## config.mk

```make
export PLATFORM = sky130hd
export DESIGN_NAME = rcs_sequencer
export DESIGN_NICKNAME = d
export VERILOG_FILES = /design/src/rcs_pin_sync.v /design/src/rcs_delay_timer.v /design/src/rcs_sequencer.v
export VERILOG_INCLUDE_DIRS = /design/src /design/src/src
export SDC_FILE = /design/constraint.sdc
export NUM_CORES = 1
export LEC_CHECK = 0
export BUFFER_PORTS_ARGS = -buffer_cell sky130_fd_sc_hd__buf_2
export CORE_ASPECT_RATIO = 1.5
export CORE_MARGIN = 5
export CORE_UTILIZATION = 42
export CTS_BUF_LIST = sky130_fd_sc_hd__clkbuf_8
export CTS_CLUSTER_SIZE = 10
export DETAILED_ROUTE_END_ITERATION = 7
export PLACE_DENSITY = 0.75
export SYNTH_ARGS = -nofsm -noshare
export SYNTH_HDL_FRONTEND = slang
export SYNTH_SLANG_ARGS = --single-unit
```

## constraint.sdc

```tcl
create_clock -name I_REF_CLK -period 2.8 [get_ports I_REF_CLK]
set_input_delay 0.28 -clock I_REF_CLK [delete_from_list [all_inputs] [get_ports I_REF_CLK]]
set_output_delay 0.28 -clock I_REF_CLK [all_outputs]
set_load 0.01 [all_outputs]
```

## src/rcs_defines.vh

```
`ifndef RCS_DEFINES_VH
`define RCS_DEFINES_VH
// ************************************************************
// Register indexes; byte address is four times the index
// ************************************************************
`define RCS_IDX_PCL 8'h02
`define RCS_IDX_STATUS 8'h03
`define RCS_IDX_RESET_CAUSE 8'h04
`define RCS_IDX_CTRL 8'h05
`define RCS_IDX_IRQ_STAT 8'h06
`define RCS_IDX_IRQ_MASK 8'h07
`define RCS_IDX_PC_HIGH 8'h08
// ************************************************************
// Field positions
// ************************************************************
`define RCS_ST_PD 3
`define RCS_ST_TO 4
`define RCS_RC_BROWNOUT 0
`define RCS_RC_POWERON 1
// ************************************************************
// Reset values and vectors
// ************************************************************
`define RCS_STATUS_POR 8'h18
`define RCS_PC_RESET 13'h0000
`define RCS_PC_IRQ_VEC 13'h0004
`define RCS_BROWNOUT_CONFIG_FIELD_OFF 2'h0
// ************************************************************
// Oscillator modes
// ************************************************************
`define RCS_OSC_LP 3'h0
`define RCS_OSC_XT 3'h1
`define RCS_OSC_HS 3'h2
`define RCS_OSC_RC 3'h3
`define RCS_OSC_EC 3'h4
`define RCS_OSC_INT 3'h5
// ************************************************************
// Timing
// ************************************************************
`define RCS_CLK_PERIOD_NS 4
`define RCS_POWER_UP_DELAY_TIMER_NS 64000000
`define RCS_POWER_UP_DELAY_TIMER_CYC (`RCS_POWER_UP_DELAY_TIMER_NS / `RCS_CLK_PERIOD_NS)
`define RCS_OST_PERIODS 1024
`endif

```

## src/rcs_pin_sync.v

```verilog
`timescale 1ns/1ps
// Three sync flops and a registered output; level changes once the second and third agree
module rcs_pin_sync (
  // Clock and reset
  input wire i_clk,
  input wire i_rst_n,
  // Pin
  input wire i_pin,
  output reg o_level
);
  reg s1_r;
  reg s2_r;
  reg s3_r;
  always @(posedge i_clk) begin
    if (!i_rst_n) begin
      s1_r <= 1'b0;
      s2_r <= 1'b0;
      s3_r <= 1'b0;
      o_level <= 1'b0;
    end else begin
      s1_r <= i_pin;
      s2_r <= s1_r;
      s3_r <= s2_r;
      if (s2_r == s3_r) begin
        o_level <= s3_r;
      end
    end
  end
endmodule

```

## src/rcs_delay_timer.v

```verilog
`timescale 1ns/1ps
// Loadable down-counter; done level when count reaches zero
module rcs_delay_timer #(
  parameter W = 24
) (
  // Clock and reset
  input wire i_clk,
  input wire i_rst_n,
  // Control
  input wire i_start,
  input wire [W-1:0] i_count,
  input wire i_tick,
  output wire o_done
);
  reg [W-1:0] cnt_r;
  reg run_r;
  assign o_done = run_r && (cnt_r == {W{1'b0}});
  always @(posedge i_clk) begin
    if (!i_rst_n) begin
      cnt_r <= {W{1'b0}};
      run_r <= 1'b0;
    end else if (i_start) begin
      cnt_r <= i_count;
      run_r <= 1'b1;
    end else if (run_r && i_tick && cnt_r != {W{1'b0}}) begin
      cnt_r <= cnt_r - {{(W-1){1'b0}}, 1'b1};
    end
  end
endmodule

```

## src/rcs_sequencer.v

```verilog
// Implementation choice: the AXI4-Lite register port.
`timescale 1ns/1ps
`include "rcs_defines.vh"
// Function
// - Power-up timer starts after power-on pulse; oscillator count after it.
// - External clock with power-up timer disabled: no start-up delay.
// - Delays run from power-on; late pin release starts execution at once.
// - RC, external, internal oscillator: power-up period if enabled, else none.
// - XT, HS and LP (secondary timer oscillator off) count 1024 oscillator periods after optional power-up period.
// - Resets load program counter zero; wake-ups continue at next instruction.
// - Interrupt wake-up with global enable vectors to 0004h after next.
// - Status time-out and power-down flags per reset and wake-up source.
// - Unimplemented status and flag bits read as zero.
// - Reset-cause register: brown-out flag bit 0, power-on flag bit 1.
// - Brown-out reset clears brown-out flag, leaves power-on flag.
// - Brown-out flag is don't-care when brown-out detector is off.
// - Power-on reset clears power-on flag; other resets leave it.
// - Wake-ups change only program counter and time-out/power-down flags; watchdog wake also sets interrupt status bit 2.
module rcs_sequencer (
  // Clock and synchronous reset
  input wire I_REF_CLK,
  input wire I_RST_N,
  // Reset and wake sources (power-on pulse, brown-out, watchdog, pin)
  input wire I_POR,
  input wire I_BROWNOUT,
  input wire I_WDT_TIMEOUT,
  input wire I_EXT_RESET_PIN_N,
  input wire I_IRQ_WAKE,
  input wire I_SLEEP,
  input wire I_GIE,
  input wire I_OSC_TICK,
  // Configuration
  input wire [2:0] I_OSC_MODE,
  input wire I_POWER_UP_DELAY_ENABLE_N,
  input wire I_SECONDARY_TIMER_OSC_EN,
  input wire [1:0] I_BROWNOUT_CONFIG_FIELD,
  // Core view
  output reg O_CORE_RUN,
  output reg O_PUSH_RETURN,
  output wire [12:0] O_PC,
  output wire O_IRQ,
  // AXI4-Lite slave
  input wire [7:0] S_AXI_AWADDR,
  input wire S_AXI_AWVALID,
  output wire S_AXI_AWREADY,
  input wire [31:0] S_AXI_WDATA,
  input wire [3:0] S_AXI_WSTRB,
  input wire S_AXI_WVALID,
  output wire S_AXI_WREADY,
  output reg [1:0] S_AXI_BRESP,
  output reg S_AXI_BVALID,
  input wire S_AXI_BREADY,
  input wire [7:0] S_AXI_ARADDR,
  input wire S_AXI_ARVALID,
  output wire S_AXI_ARREADY,
  output reg [31:0] S_AXI_RDATA,
  output reg [1:0] S_AXI_RRESP,
  output reg S_AXI_RVALID,
  input wire S_AXI_RREADY
);
  // ************************************************************
  // Sequencer states
  // ************************************************************
  localparam ST_POR = 3'd0;
  localparam ST_POWER_UP_DELAY_TIMER = 3'd1;
  localparam ST_OST = 3'd2;
  localparam ST_HOLD = 3'd3;
  localparam ST_RUN = 3'd4;
  localparam ST_SLEEP = 3'd5;
  localparam ST_WAKE = 3'd6;
  localparam integer POWER_UP_DELAY_TIMER_CYC_I = `RCS_POWER_UP_DELAY_TIMER_CYC;
  localparam integer OST_CNT_I = `RCS_OST_PERIODS;
  localparam [23:0] POWER_UP_DELAY_TIMER_CYC = POWER_UP_DELAY_TIMER_CYC_I[23:0];
  localparam [23:0] OST_CNT = OST_CNT_I[23:0];

  function crystal_mode;
    input [2:0] m;
    input t1;
    begin
      crystal_mode = (m == `RCS_OSC_XT) || (m == `RCS_OSC_HS) ||
        ((m == `RCS_OSC_LP) && !t1);
    end
  endfunction

  function [7:0] reg_sel;
    input [7:0] addr;
    begin
      reg_sel = {2'b00, addr[7:2]};
    end
  endfunction

  wire pin_low;
  wire por_lvl;
  wire bo_lvl;
  wire pin_asserted = !I_EXT_RESET_PIN_N;
  // Sync the asserted level so reset state matches an idle pin
  rcs_pin_sync u_sync_pin (
    .i_clk(I_REF_CLK),
    .i_rst_n(I_RST_N),
    .i_pin(pin_asserted),
    .o_level(pin_low)
  );
  rcs_pin_sync u_sync_por (
    .i_clk(I_REF_CLK),
    .i_rst_n(I_RST_N),
    .i_pin(I_POR),
    .o_level(por_lvl)
  );
  rcs_pin_sync u_sync_bo (
    .i_clk(I_REF_CLK),
    .i_rst_n(I_RST_N),
    .i_pin(I_BROWNOUT),
    .o_level(bo_lvl)
  );

  reg [2:0] state_r;
  reg [2:0] state_nxt;
  reg [12:0] pc_r;
  reg [7:0] status_r;
  reg poweron_flag_r;
  reg brownout_flag_r;
  reg [7:0] ctrl_r;
  reg [3:0] irq_stat_r;
  reg [3:0] irq_mask_r;
  reg por_d_r;
  reg bo_d_r;
  reg wdt_d_r;
  reg pin_d_r;
  reg irq_pending_r;
  reg t_start;
  reg [23:0] t_count;
  wire t_done;
  wire por_fall = por_d_r && !por_lvl;
  wire bo_rise = bo_lvl && !bo_d_r;
  wire wdt_rise = I_WDT_TIMEOUT && !wdt_d_r;
  wire pin_fall = !pin_d_r && pin_low;
  wire xtal = crystal_mode(I_OSC_MODE, I_SECONDARY_TIMER_OSC_EN);
  wire power_up_delay_timer_on = !I_POWER_UP_DELAY_ENABLE_N;

  // Power-up uses the reference clock; oscillator count uses osc ticks
  wire tick = (state_r == ST_OST || state_r == ST_WAKE) ? I_OSC_TICK : 1'b1;

  rcs_delay_timer #(.W(24)) u_timer (
    .i_clk(I_REF_CLK),
    .i_rst_n(I_RST_N),
    .i_start(t_start),
    .i_count(t_count),
    .i_tick(tick),
    .o_done(t_done)
  );

  // ************************************************************
  // Start-up sequencing
  // ************************************************************
  always @* begin
    state_nxt = state_r;
    t_start = 1'b0;
    t_count = POWER_UP_DELAY_TIMER_CYC;
    case (state_r)
      ST_POR: begin
        if (!por_lvl && !bo_lvl) begin
          if (power_up_delay_timer_on) begin
            state_nxt = ST_POWER_UP_DELAY_TIMER;
            t_start = 1'b1;
          end else if (xtal) begin
            state_nxt = ST_OST;
            t_start = 1'b1;
            t_count = OST_CNT;
          end else begin
            state_nxt = ST_HOLD;
          end
        end
      end
      ST_POWER_UP_DELAY_TIMER: begin
        if (t_done) begin
          if (xtal) begin
            state_nxt = ST_OST;
            t_start = 1'b1;
            t_count = OST_CNT;
          end else begin
            state_nxt = ST_HOLD;
          end
        end
      end
      ST_OST: begin
        if (t_done) begin
          state_nxt = ST_HOLD;
        end
      end
      ST_HOLD: begin
        if (!pin_low) begin
          state_nxt = ST_RUN;
        end
      end
      ST_RUN: begin
        if (I_SLEEP) begin
          state_nxt = ST_SLEEP;
        end
      end
      ST_SLEEP: begin
        if (wdt_rise || I_IRQ_WAKE) begin
          if (xtal) begin
            state_nxt = ST_WAKE;
            t_start = 1'b1;
            t_count = OST_CNT;
          end else begin
            state_nxt = ST_RUN;
          end
        end
      end
      ST_WAKE: begin
        if (t_done) begin
          state_nxt = ST_RUN;
        end
      end
      default: begin
        state_nxt = ST_POR;
      end
    endcase
    // Power-on or brown-out restarts the sequence; pin, or watchdog outside sleep, sends a started core back to hold
    if (por_lvl || bo_lvl) begin
      state_nxt = ST_POR;
      t_start = 1'b0;
    end else if ((wdt_rise && state_r != ST_SLEEP) || pin_low) begin
      if (state_r == ST_RUN || state_r == ST_SLEEP ||
          state_r == ST_WAKE) begin
        state_nxt = ST_HOLD;
        t_start = 1'b0;
      end
    end
  end

  // ************************************************************
  // Program counter, status and cause flags
  // ************************************************************
  wire wr_fire = S_AXI_AWVALID && S_AXI_WVALID && !S_AXI_BVALID;
  wire [7:0] wsel = reg_sel(S_AXI_AWADDR);
  wire wr_lane0 = wr_fire && S_AXI_WSTRB[0];
  wire in_sleep = (state_r == ST_SLEEP) || (state_r == ST_WAKE);
  reg [3:0] ev;

  always @(posedge I_REF_CLK) begin
    if (!I_RST_N) begin
      state_r <= ST_POR;
      pc_r <= `RCS_PC_RESET;
      status_r <= `RCS_STATUS_POR;
      poweron_flag_r <= 1'b0;
      brownout_flag_r <= 1'b0;
      ctrl_r <= 8'h00;
      irq_mask_r <= 4'h0;
      por_d_r <= 1'b0;
      bo_d_r <= 1'b0;
      wdt_d_r <= 1'b0;
      pin_d_r <= 1'b0;
      irq_pending_r <= 1'b0;
      O_CORE_RUN <= 1'b0;
      O_PUSH_RETURN <= 1'b0;
    end else begin
      state_r <= state_nxt;
      por_d_r <= por_lvl;
      bo_d_r <= bo_lvl;
      wdt_d_r <= I_WDT_TIMEOUT;
      pin_d_r <= pin_low;
      O_CORE_RUN <= (state_nxt == ST_RUN);
      O_PUSH_RETURN <= 1'b0;
      if (wr_lane0 && wsel == `RCS_IDX_PCL) begin
        pc_r[7:0] <= S_AXI_WDATA[7:0];
      end
      if (wr_lane0 && wsel == `RCS_IDX_PC_HIGH) begin
        pc_r[12:8] <= S_AXI_WDATA[4:0];
      end
      if (wr_lane0 && wsel == `RCS_IDX_STATUS) begin
        status_r[2:0] <= S_AXI_WDATA[2:0];
        status_r[7:5] <= S_AXI_WDATA[7:5];
      end
      if (wr_lane0 && wsel == `RCS_IDX_CTRL) begin
        ctrl_r <= S_AXI_WDATA[7:0];
      end
      if (wr_lane0 && wsel == `RCS_IDX_RESET_CAUSE) begin
        poweron_flag_r <= S_AXI_WDATA[`RCS_RC_POWERON];
        brownout_flag_r <= S_AXI_WDATA[`RCS_RC_BROWNOUT];
      end
      if (wr_lane0 && wsel == `RCS_IDX_IRQ_MASK) begin
        irq_mask_r <= S_AXI_WDATA[3:0];
      end
      if (state_r == ST_RUN && I_SLEEP) begin
        status_r[`RCS_ST_PD] <= 1'b0;
        status_r[`RCS_ST_TO] <= 1'b1;
      end
      if (por_lvl) begin
        pc_r <= `RCS_PC_RESET;
        status_r <= `RCS_STATUS_POR;
        poweron_flag_r <= 1'b0;
      end else if (bo_lvl) begin
        pc_r <= `RCS_PC_RESET;
        status_r[7:3] <= 5'h03;
        brownout_flag_r <= 1'b0;
      end else if (state_r == ST_SLEEP && wdt_rise) begin
        pc_r <= pc_r + 13'h0001;
        status_r[`RCS_ST_TO] <= 1'b0;
        status_r[`RCS_ST_PD] <= 1'b0;
      end else if (wdt_rise) begin
        pc_r <= `RCS_PC_RESET;
        status_r[7:5] <= 3'h0;
        status_r[`RCS_ST_TO] <= 1'b0;
        status_r[`RCS_ST_PD] <= 1'b1;
      end else if (pin_fall) begin
        pc_r <= `RCS_PC_RESET;
        status_r[7:5] <= 3'h0;
        if (in_sleep) begin
          status_r[`RCS_ST_TO] <= 1'b1;
          status_r[`RCS_ST_PD] <= 1'b0;
        end
      end else if (state_r == ST_SLEEP && I_IRQ_WAKE) begin
        pc_r <= pc_r + 13'h0001;
        status_r[`RCS_ST_TO] <= 1'b1;
        status_r[`RCS_ST_PD] <= 1'b0;
        irq_pending_r <= I_GIE;
      end else if (irq_pending_r && state_r == ST_RUN) begin
        // Next instruction already fetched; now push and vector
        irq_pending_r <= 1'b0;
        O_PUSH_RETURN <= 1'b1;
        pc_r <= `RCS_PC_IRQ_VEC;
      end
    end
  end

  // ************************************************************
  // Interrupt status: set wins over write-one-to-clear
  // ************************************************************
  always @* begin
    ev = {pin_fall, wdt_rise, bo_rise, por_fall};
  end
  genvar g;
  generate
    for (g = 0; g < 4; g = g + 1) begin : g_irq
      always @(posedge I_REF_CLK) begin
        if (!I_RST_N) begin
          irq_stat_r[g] <= 1'b0;
        end else if (ev[g]) begin
          irq_stat_r[g] <= 1'b1;
        end else if (wr_lane0 && wsel == `RCS_IDX_IRQ_STAT &&
                     S_AXI_WDATA[g]) begin
          irq_stat_r[g] <= 1'b0;
        end
      end
    end
  endgenerate
  assign O_IRQ = |(irq_stat_r & irq_mask_r);
  assign O_PC = pc_r;

  // ************************************************************
  // AXI4-Lite: write taken when address and data both present
  // ************************************************************
  assign S_AXI_AWREADY = wr_fire;
  assign S_AXI_WREADY = wr_fire;
  assign S_AXI_ARREADY = !S_AXI_RVALID;
  wire [7:0] rsel = reg_sel(S_AXI_ARADDR);
  // Brown-out flag masked when detector disabled: value is meaningless
  wire bo_read = (I_BROWNOUT_CONFIG_FIELD == `RCS_BROWNOUT_CONFIG_FIELD_OFF) ?
    1'b0 : brownout_flag_r;

  always @(posedge I_REF_CLK) begin
    if (!I_RST_N) begin
      S_AXI_BVALID <= 1'b0;
      S_AXI_BRESP <= 2'b00;
      S_AXI_RVALID <= 1'b0;
      S_AXI_RRESP <= 2'b00;
      S_AXI_RDATA <= 32'h00000000;
    end else begin
      if (wr_fire) begin
        S_AXI_BVALID <= 1'b1;
        S_AXI_BRESP <= (wsel >= `RCS_IDX_PCL && wsel <= `RCS_IDX_PC_HIGH) ?
          2'b00 : 2'b10;
      end else if (S_AXI_BREADY) begin
        S_AXI_BVALID <= 1'b0;
      end
      if (S_AXI_ARVALID && !S_AXI_RVALID) begin
        S_AXI_RVALID <= 1'b1;
        S_AXI_RRESP <= 2'b00;
        S_AXI_RDATA <= 32'h00000000;
        case (rsel)
          `RCS_IDX_PCL: S_AXI_RDATA[7:0] <= pc_r[7:0];
          `RCS_IDX_PC_HIGH: S_AXI_RDATA[4:0] <= pc_r[12:8];
          `RCS_IDX_STATUS: S_AXI_RDATA[7:0] <= status_r;
          `RCS_IDX_RESET_CAUSE: begin
            S_AXI_RDATA[`RCS_RC_POWERON] <= poweron_flag_r;
            S_AXI_RDATA[`RCS_RC_BROWNOUT] <= bo_read;
          end
          `RCS_IDX_CTRL: S_AXI_RDATA[7:0] <= ctrl_r;
          `RCS_IDX_IRQ_STAT: S_AXI_RDATA[3:0] <= irq_stat_r;
          `RCS_IDX_IRQ_MASK: S_AXI_RDATA[3:0] <= irq_mask_r;
          default: S_AXI_RRESP <= 2'b10;
        endcase
      end else if (S_AXI_RREADY) begin
        S_AXI_RVALID <= 1'b0;
      end
    end
  end
endmodule

```

==> flow_summary_export.csv <==
group,metric,value,unit
floorplanning,placement_rows,50,
finish,final_core_utilization,47.55,%
finish,area_of_the_multi_input_gates,2975,um2
finish,drive_gt1_share,19.62,%
critical_path,timing.critical_path.max_delay_family,"simple AND/OR/NAND/NOR gates",
floorplanning,floorplan.die.width,101.2,um
cts,clock_tree_from_tritoncts,"yes",
min_path,min_path_type,"in2reg",
sta,fmax,0.4238,GHz
cts,number_of_clock_sinks,98,
routing,drc,0,
finish,flow.area_growth_from_synthesis,12.50,%
routing,via_count,4600,
floorplanning,floorplan.die_area,14840,um2
synth,yosys.cell_types.count,72,
cts,post_cts_resized,0,
critical_path,crit_path_start_kind,"register",
finish,final_net_count,761,
cts,cts.hold.buffers_added,0,
sta,drv_slew,0,
floorplanning,initial_core_util,42.26,%
power,leakagePower,2.475,nW
critical_path,worst-path-max-fanout,10,
synth,yosys_warnings,0,
cts,htreeDepth,3,
floorplanning,die_height,146.7,um
sta,timing_worst_slew_pin_value,0.6892,ns
synth,synth_top_flop_cell,"sky130_fd_sc_hd__dfxtp_1",
sta,setup_violations,0,
finish,mostFrequentLayoutCell,"sky130_fd_sc_hd__dfxtp_1",
floorplanning,core_area,12390,um2
power,power.ir.vdd_worst,0.001140,V
power,power.switching,0.002055,W
placement,numPortBuffers,73,
routing,finalWirelength,12.74,mm
cts,worst_setup_hold_path_clk_slew,0.09,ns
sta,period_minus_slack,2.360,ns
grt,grt_pass1_wl,20.72,mm
synth,seq_area_frac_synth,37.48,%
synth,average_cell_area_after_synthesis,8.596,um2
synth,synth.cell_area,5235,um2
cts,cts_buffer_depth,2,
placement,place_congestion,0.9512,
sta,timing.max_slew.rel_slack,53.57,%
grt,grt.total_usage,17.16,%
sta,post_route_fraction_of_the_period_consumed_by_the_critical_path,84.27,%
finish,final-seq-area,1962,um2
routing,drt_initial_violations,211,
sta,fin_tns_setup,0,ns
grt,grt_antenna_before_repair,1,
routing,postRouteAntennaNets,0,
sta,rsz0062_at_grt,"false",
power,p_int,0.003039,W
critical_path,timing.critical_path.slowest_cell_delay,0.44,ns
placement,detailedPlacementHpwl,9.648,mm
finish,fillers,1259,
critical_path,timing.critical_path.required,3.06,ns
synth,ys_async_sr_fraction,0,%
power,seqPwrFrac,36.0,%
finish,mostFrequentLayoutCells,"sky130_fd_sc_hd__dfxtp_1 (98), sky130_fd_sc_hd__buf_2 (73), sky130_fd_sc_hd__nor2_1 (61)",
synth,ys_ff_latch,98,
sta,fin_skew,0.01565,ns
finish,antennaDiodeCount,0,
floorplanning,io-pin-count,131,
cts,cts_inserted_buffers,9,
grt,via_count_of_the_first_global_routing_pass,4312,
routing,avgRoutedWirePerCell,15.09,um
power,switching_fraction,40.33,%
run_status,run_status,"finished clean",
critical_path,path_buf_inv,1,
critical_path,timing.setup.critical_path_class,"reg2reg",
critical_path,timing.critical_path.arrival,2.62,ns
critical_path,cp_slowest_cell,"sky130_fd_sc_hd__nor4_4",
cts,cts_root_buf,"sky130_fd_sc_hd__clkbuf_8",
power,power_frac_comb,46.5,%
cts,post_cts.repair.setup_buffers,0,
critical_path,path_cells,"nor4_4, and4_4, nand4_4, a311o_1, buf_4, a21o_2, and3_1",
sta,final-hold-violation-count,0,
job,maxCapViolCount,0,
power,power_density,864.9,nW/um2
synth,synth_enable_flop_cells,0,
routing,vias_per_cell,5.450,
grt,grt_start_max_net_pins,56,
cts,clock_latency,0.37,ns
routing,drt-pass1-iter-count,4,
critical_path,endpoint_class_of_the_critical_path,"register",
power,power.share.clock,17.5,%
grt,grt.overflow.total,0,
synth,netlist_instances,609,
layout make-up:
class,instances,area share [%]
clock buffer,10,2.337
clock inverter,5,0.8073
inverter,13,0.8286
multi-input combinational,468,50.52
sequential,98,33.31
tap,156,3.314
timing repair buffer,94,8.880
per-layer routing:
| layer | track usage, % | wire (um) | up-vias |
|---|---|---|---|
| met2 | 31.32 | 6681 | 134 |
| met5 | 0 | 7 | - |
| li1 | - | - | 2270 |
| met3 | 3.230 | 709 | 34 |
| met1 | 18.58 | 4865 | 2160 |
| met4 | 7.984 | 472 | 2 |
cell usage after synthesis, drive strengths merged, types with 2 or more instances:
cell type / number / area, um2
a211o: 2 / 17.52
nor4: 9 / 83.83
and2: 14 / 87.58
nand3: 24 / 120.1
a21o: 3 / 25.03
a211oi: 11 / 102.6
o22ai: 3 / 18.77
nand2: 53 / 201.5
a22oi: 6 / 45.04
nand2b: 11 / 68.82
a22o: 5 / 43.79
nand3b: 2 / 15.01
o211a: 8 / 80.08
mux2i: 25 / 250.2
a21boi: 14 / 105.1
nand4: 2 / 27.53
nor2b: 23 / 143.9
nor3: 12 / 60.06
o21a: 7 / 52.55
buf: 34 / 265.3
nor2: 61 / 229.0
nor4b: 3 / 26.28
mux4: 2 / 45.04
clkbuf: 20 / 75.07
nand4b: 4 / 35.03
a21oi: 24 / 123.9
mux2: 4 / 45.04
nor3b: 8 / 65.06
nor4bb: 2 / 20.02
xnor2: 3 / 26.28
and3: 8 / 50.05
a221oi: 2 / 17.52
or2: 2 / 12.51
o31ai: 7 / 52.55
o41ai: 2 / 25.03
a31oi: 9 / 56.30
ha: 3 / 37.54
xor2: 16 / 140.1
inv: 13 / 48.80
and4: 2 / 20.02
dfxtp: 98 / 1962
o21ai: 31 / 158.9
path summary, 6_finish.rpt:
check | from | to | slack [ns] | cells past startpoint
max reg2reg | u_timer.cnt_r[12]$_SDFFE_PN0P_ | u_timer.cnt_r[22]$_SDFFE_PN0P_ | 0.44 | 7
max | u_timer.cnt_r[12]$_SDFFE_PN0P_ | u_timer.cnt_r[22]$_SDFFE_PN0P_ | 0.44 | 7
min | I_EXT_RESET_PIN_N | u_sync_pin.s1_r$_SDFF_PN0_ | 0.07 | 2
min reg2reg | u_sync_por.s1_r$_SDFF_PN0_ | u_sync_por.s2_r$_SDFF_PN0_ | 0.44 | 1
through the flow:
step	area [um2]	power (W)	hold WS (ns)	setup slack (ns)	cells
CTS	5889	0.005139	0.04835	0.4224	844
finish	5889	0.005094	0.06783	0.4404	844
detailed placement	5704	0.004240	0.4169	0.4413	829
global placement	5704	0.004186	0.4144	0.4810	829
global route	5889	0.005522	0.06437	0.2994	844
floorplan	5329	0.003667	0.3516	0.7464	634
power groups by stage:
| stage | logic [W] | clock network, W | registers (W) |
|---|---|---|---|
| 2_1_floorplan | 0.00185 | 0 | 0.00181 |
| 3_3_place_gp | 0.00233 | 0 | 0.00185 |
| 3_5_place_dp | 0.00238 | 0 | 0.00186 |
| 4_1_cts | 0.00239 | 0.000917 | 0.00183 |
| 5_1_grt | 0.00269 | 0.000968 | 0.00187 |
| 6_report | 0.00237 | 0.000891 | 0.00183 |
state kept, by name, indices dropped and copies added, names as in the netlist, 3 cells and up:
name and cells:
O_PC 13, S_AXI_RDATA 8, ctrl_r 8, irq_mask_r 4, irq_stat_r 4, state_r 3
status_r 8, u_timer.cnt_r 24
cells by family after synthesis:
family | after synthesis | share of synthesized area (%)
buf+inv | 68 | 7.600
fa+ha+maj | 3 | 0.7171
simple gates | 245 | 24.98
xor+xnor | 19 | 3.179
flops | 98 | 37.48
compound gates | 144 | 19.48
mux | 31 | 6.501
other cells | 1 | 0.07163
No activity file was read; power rests on OpenSTA's default activity.
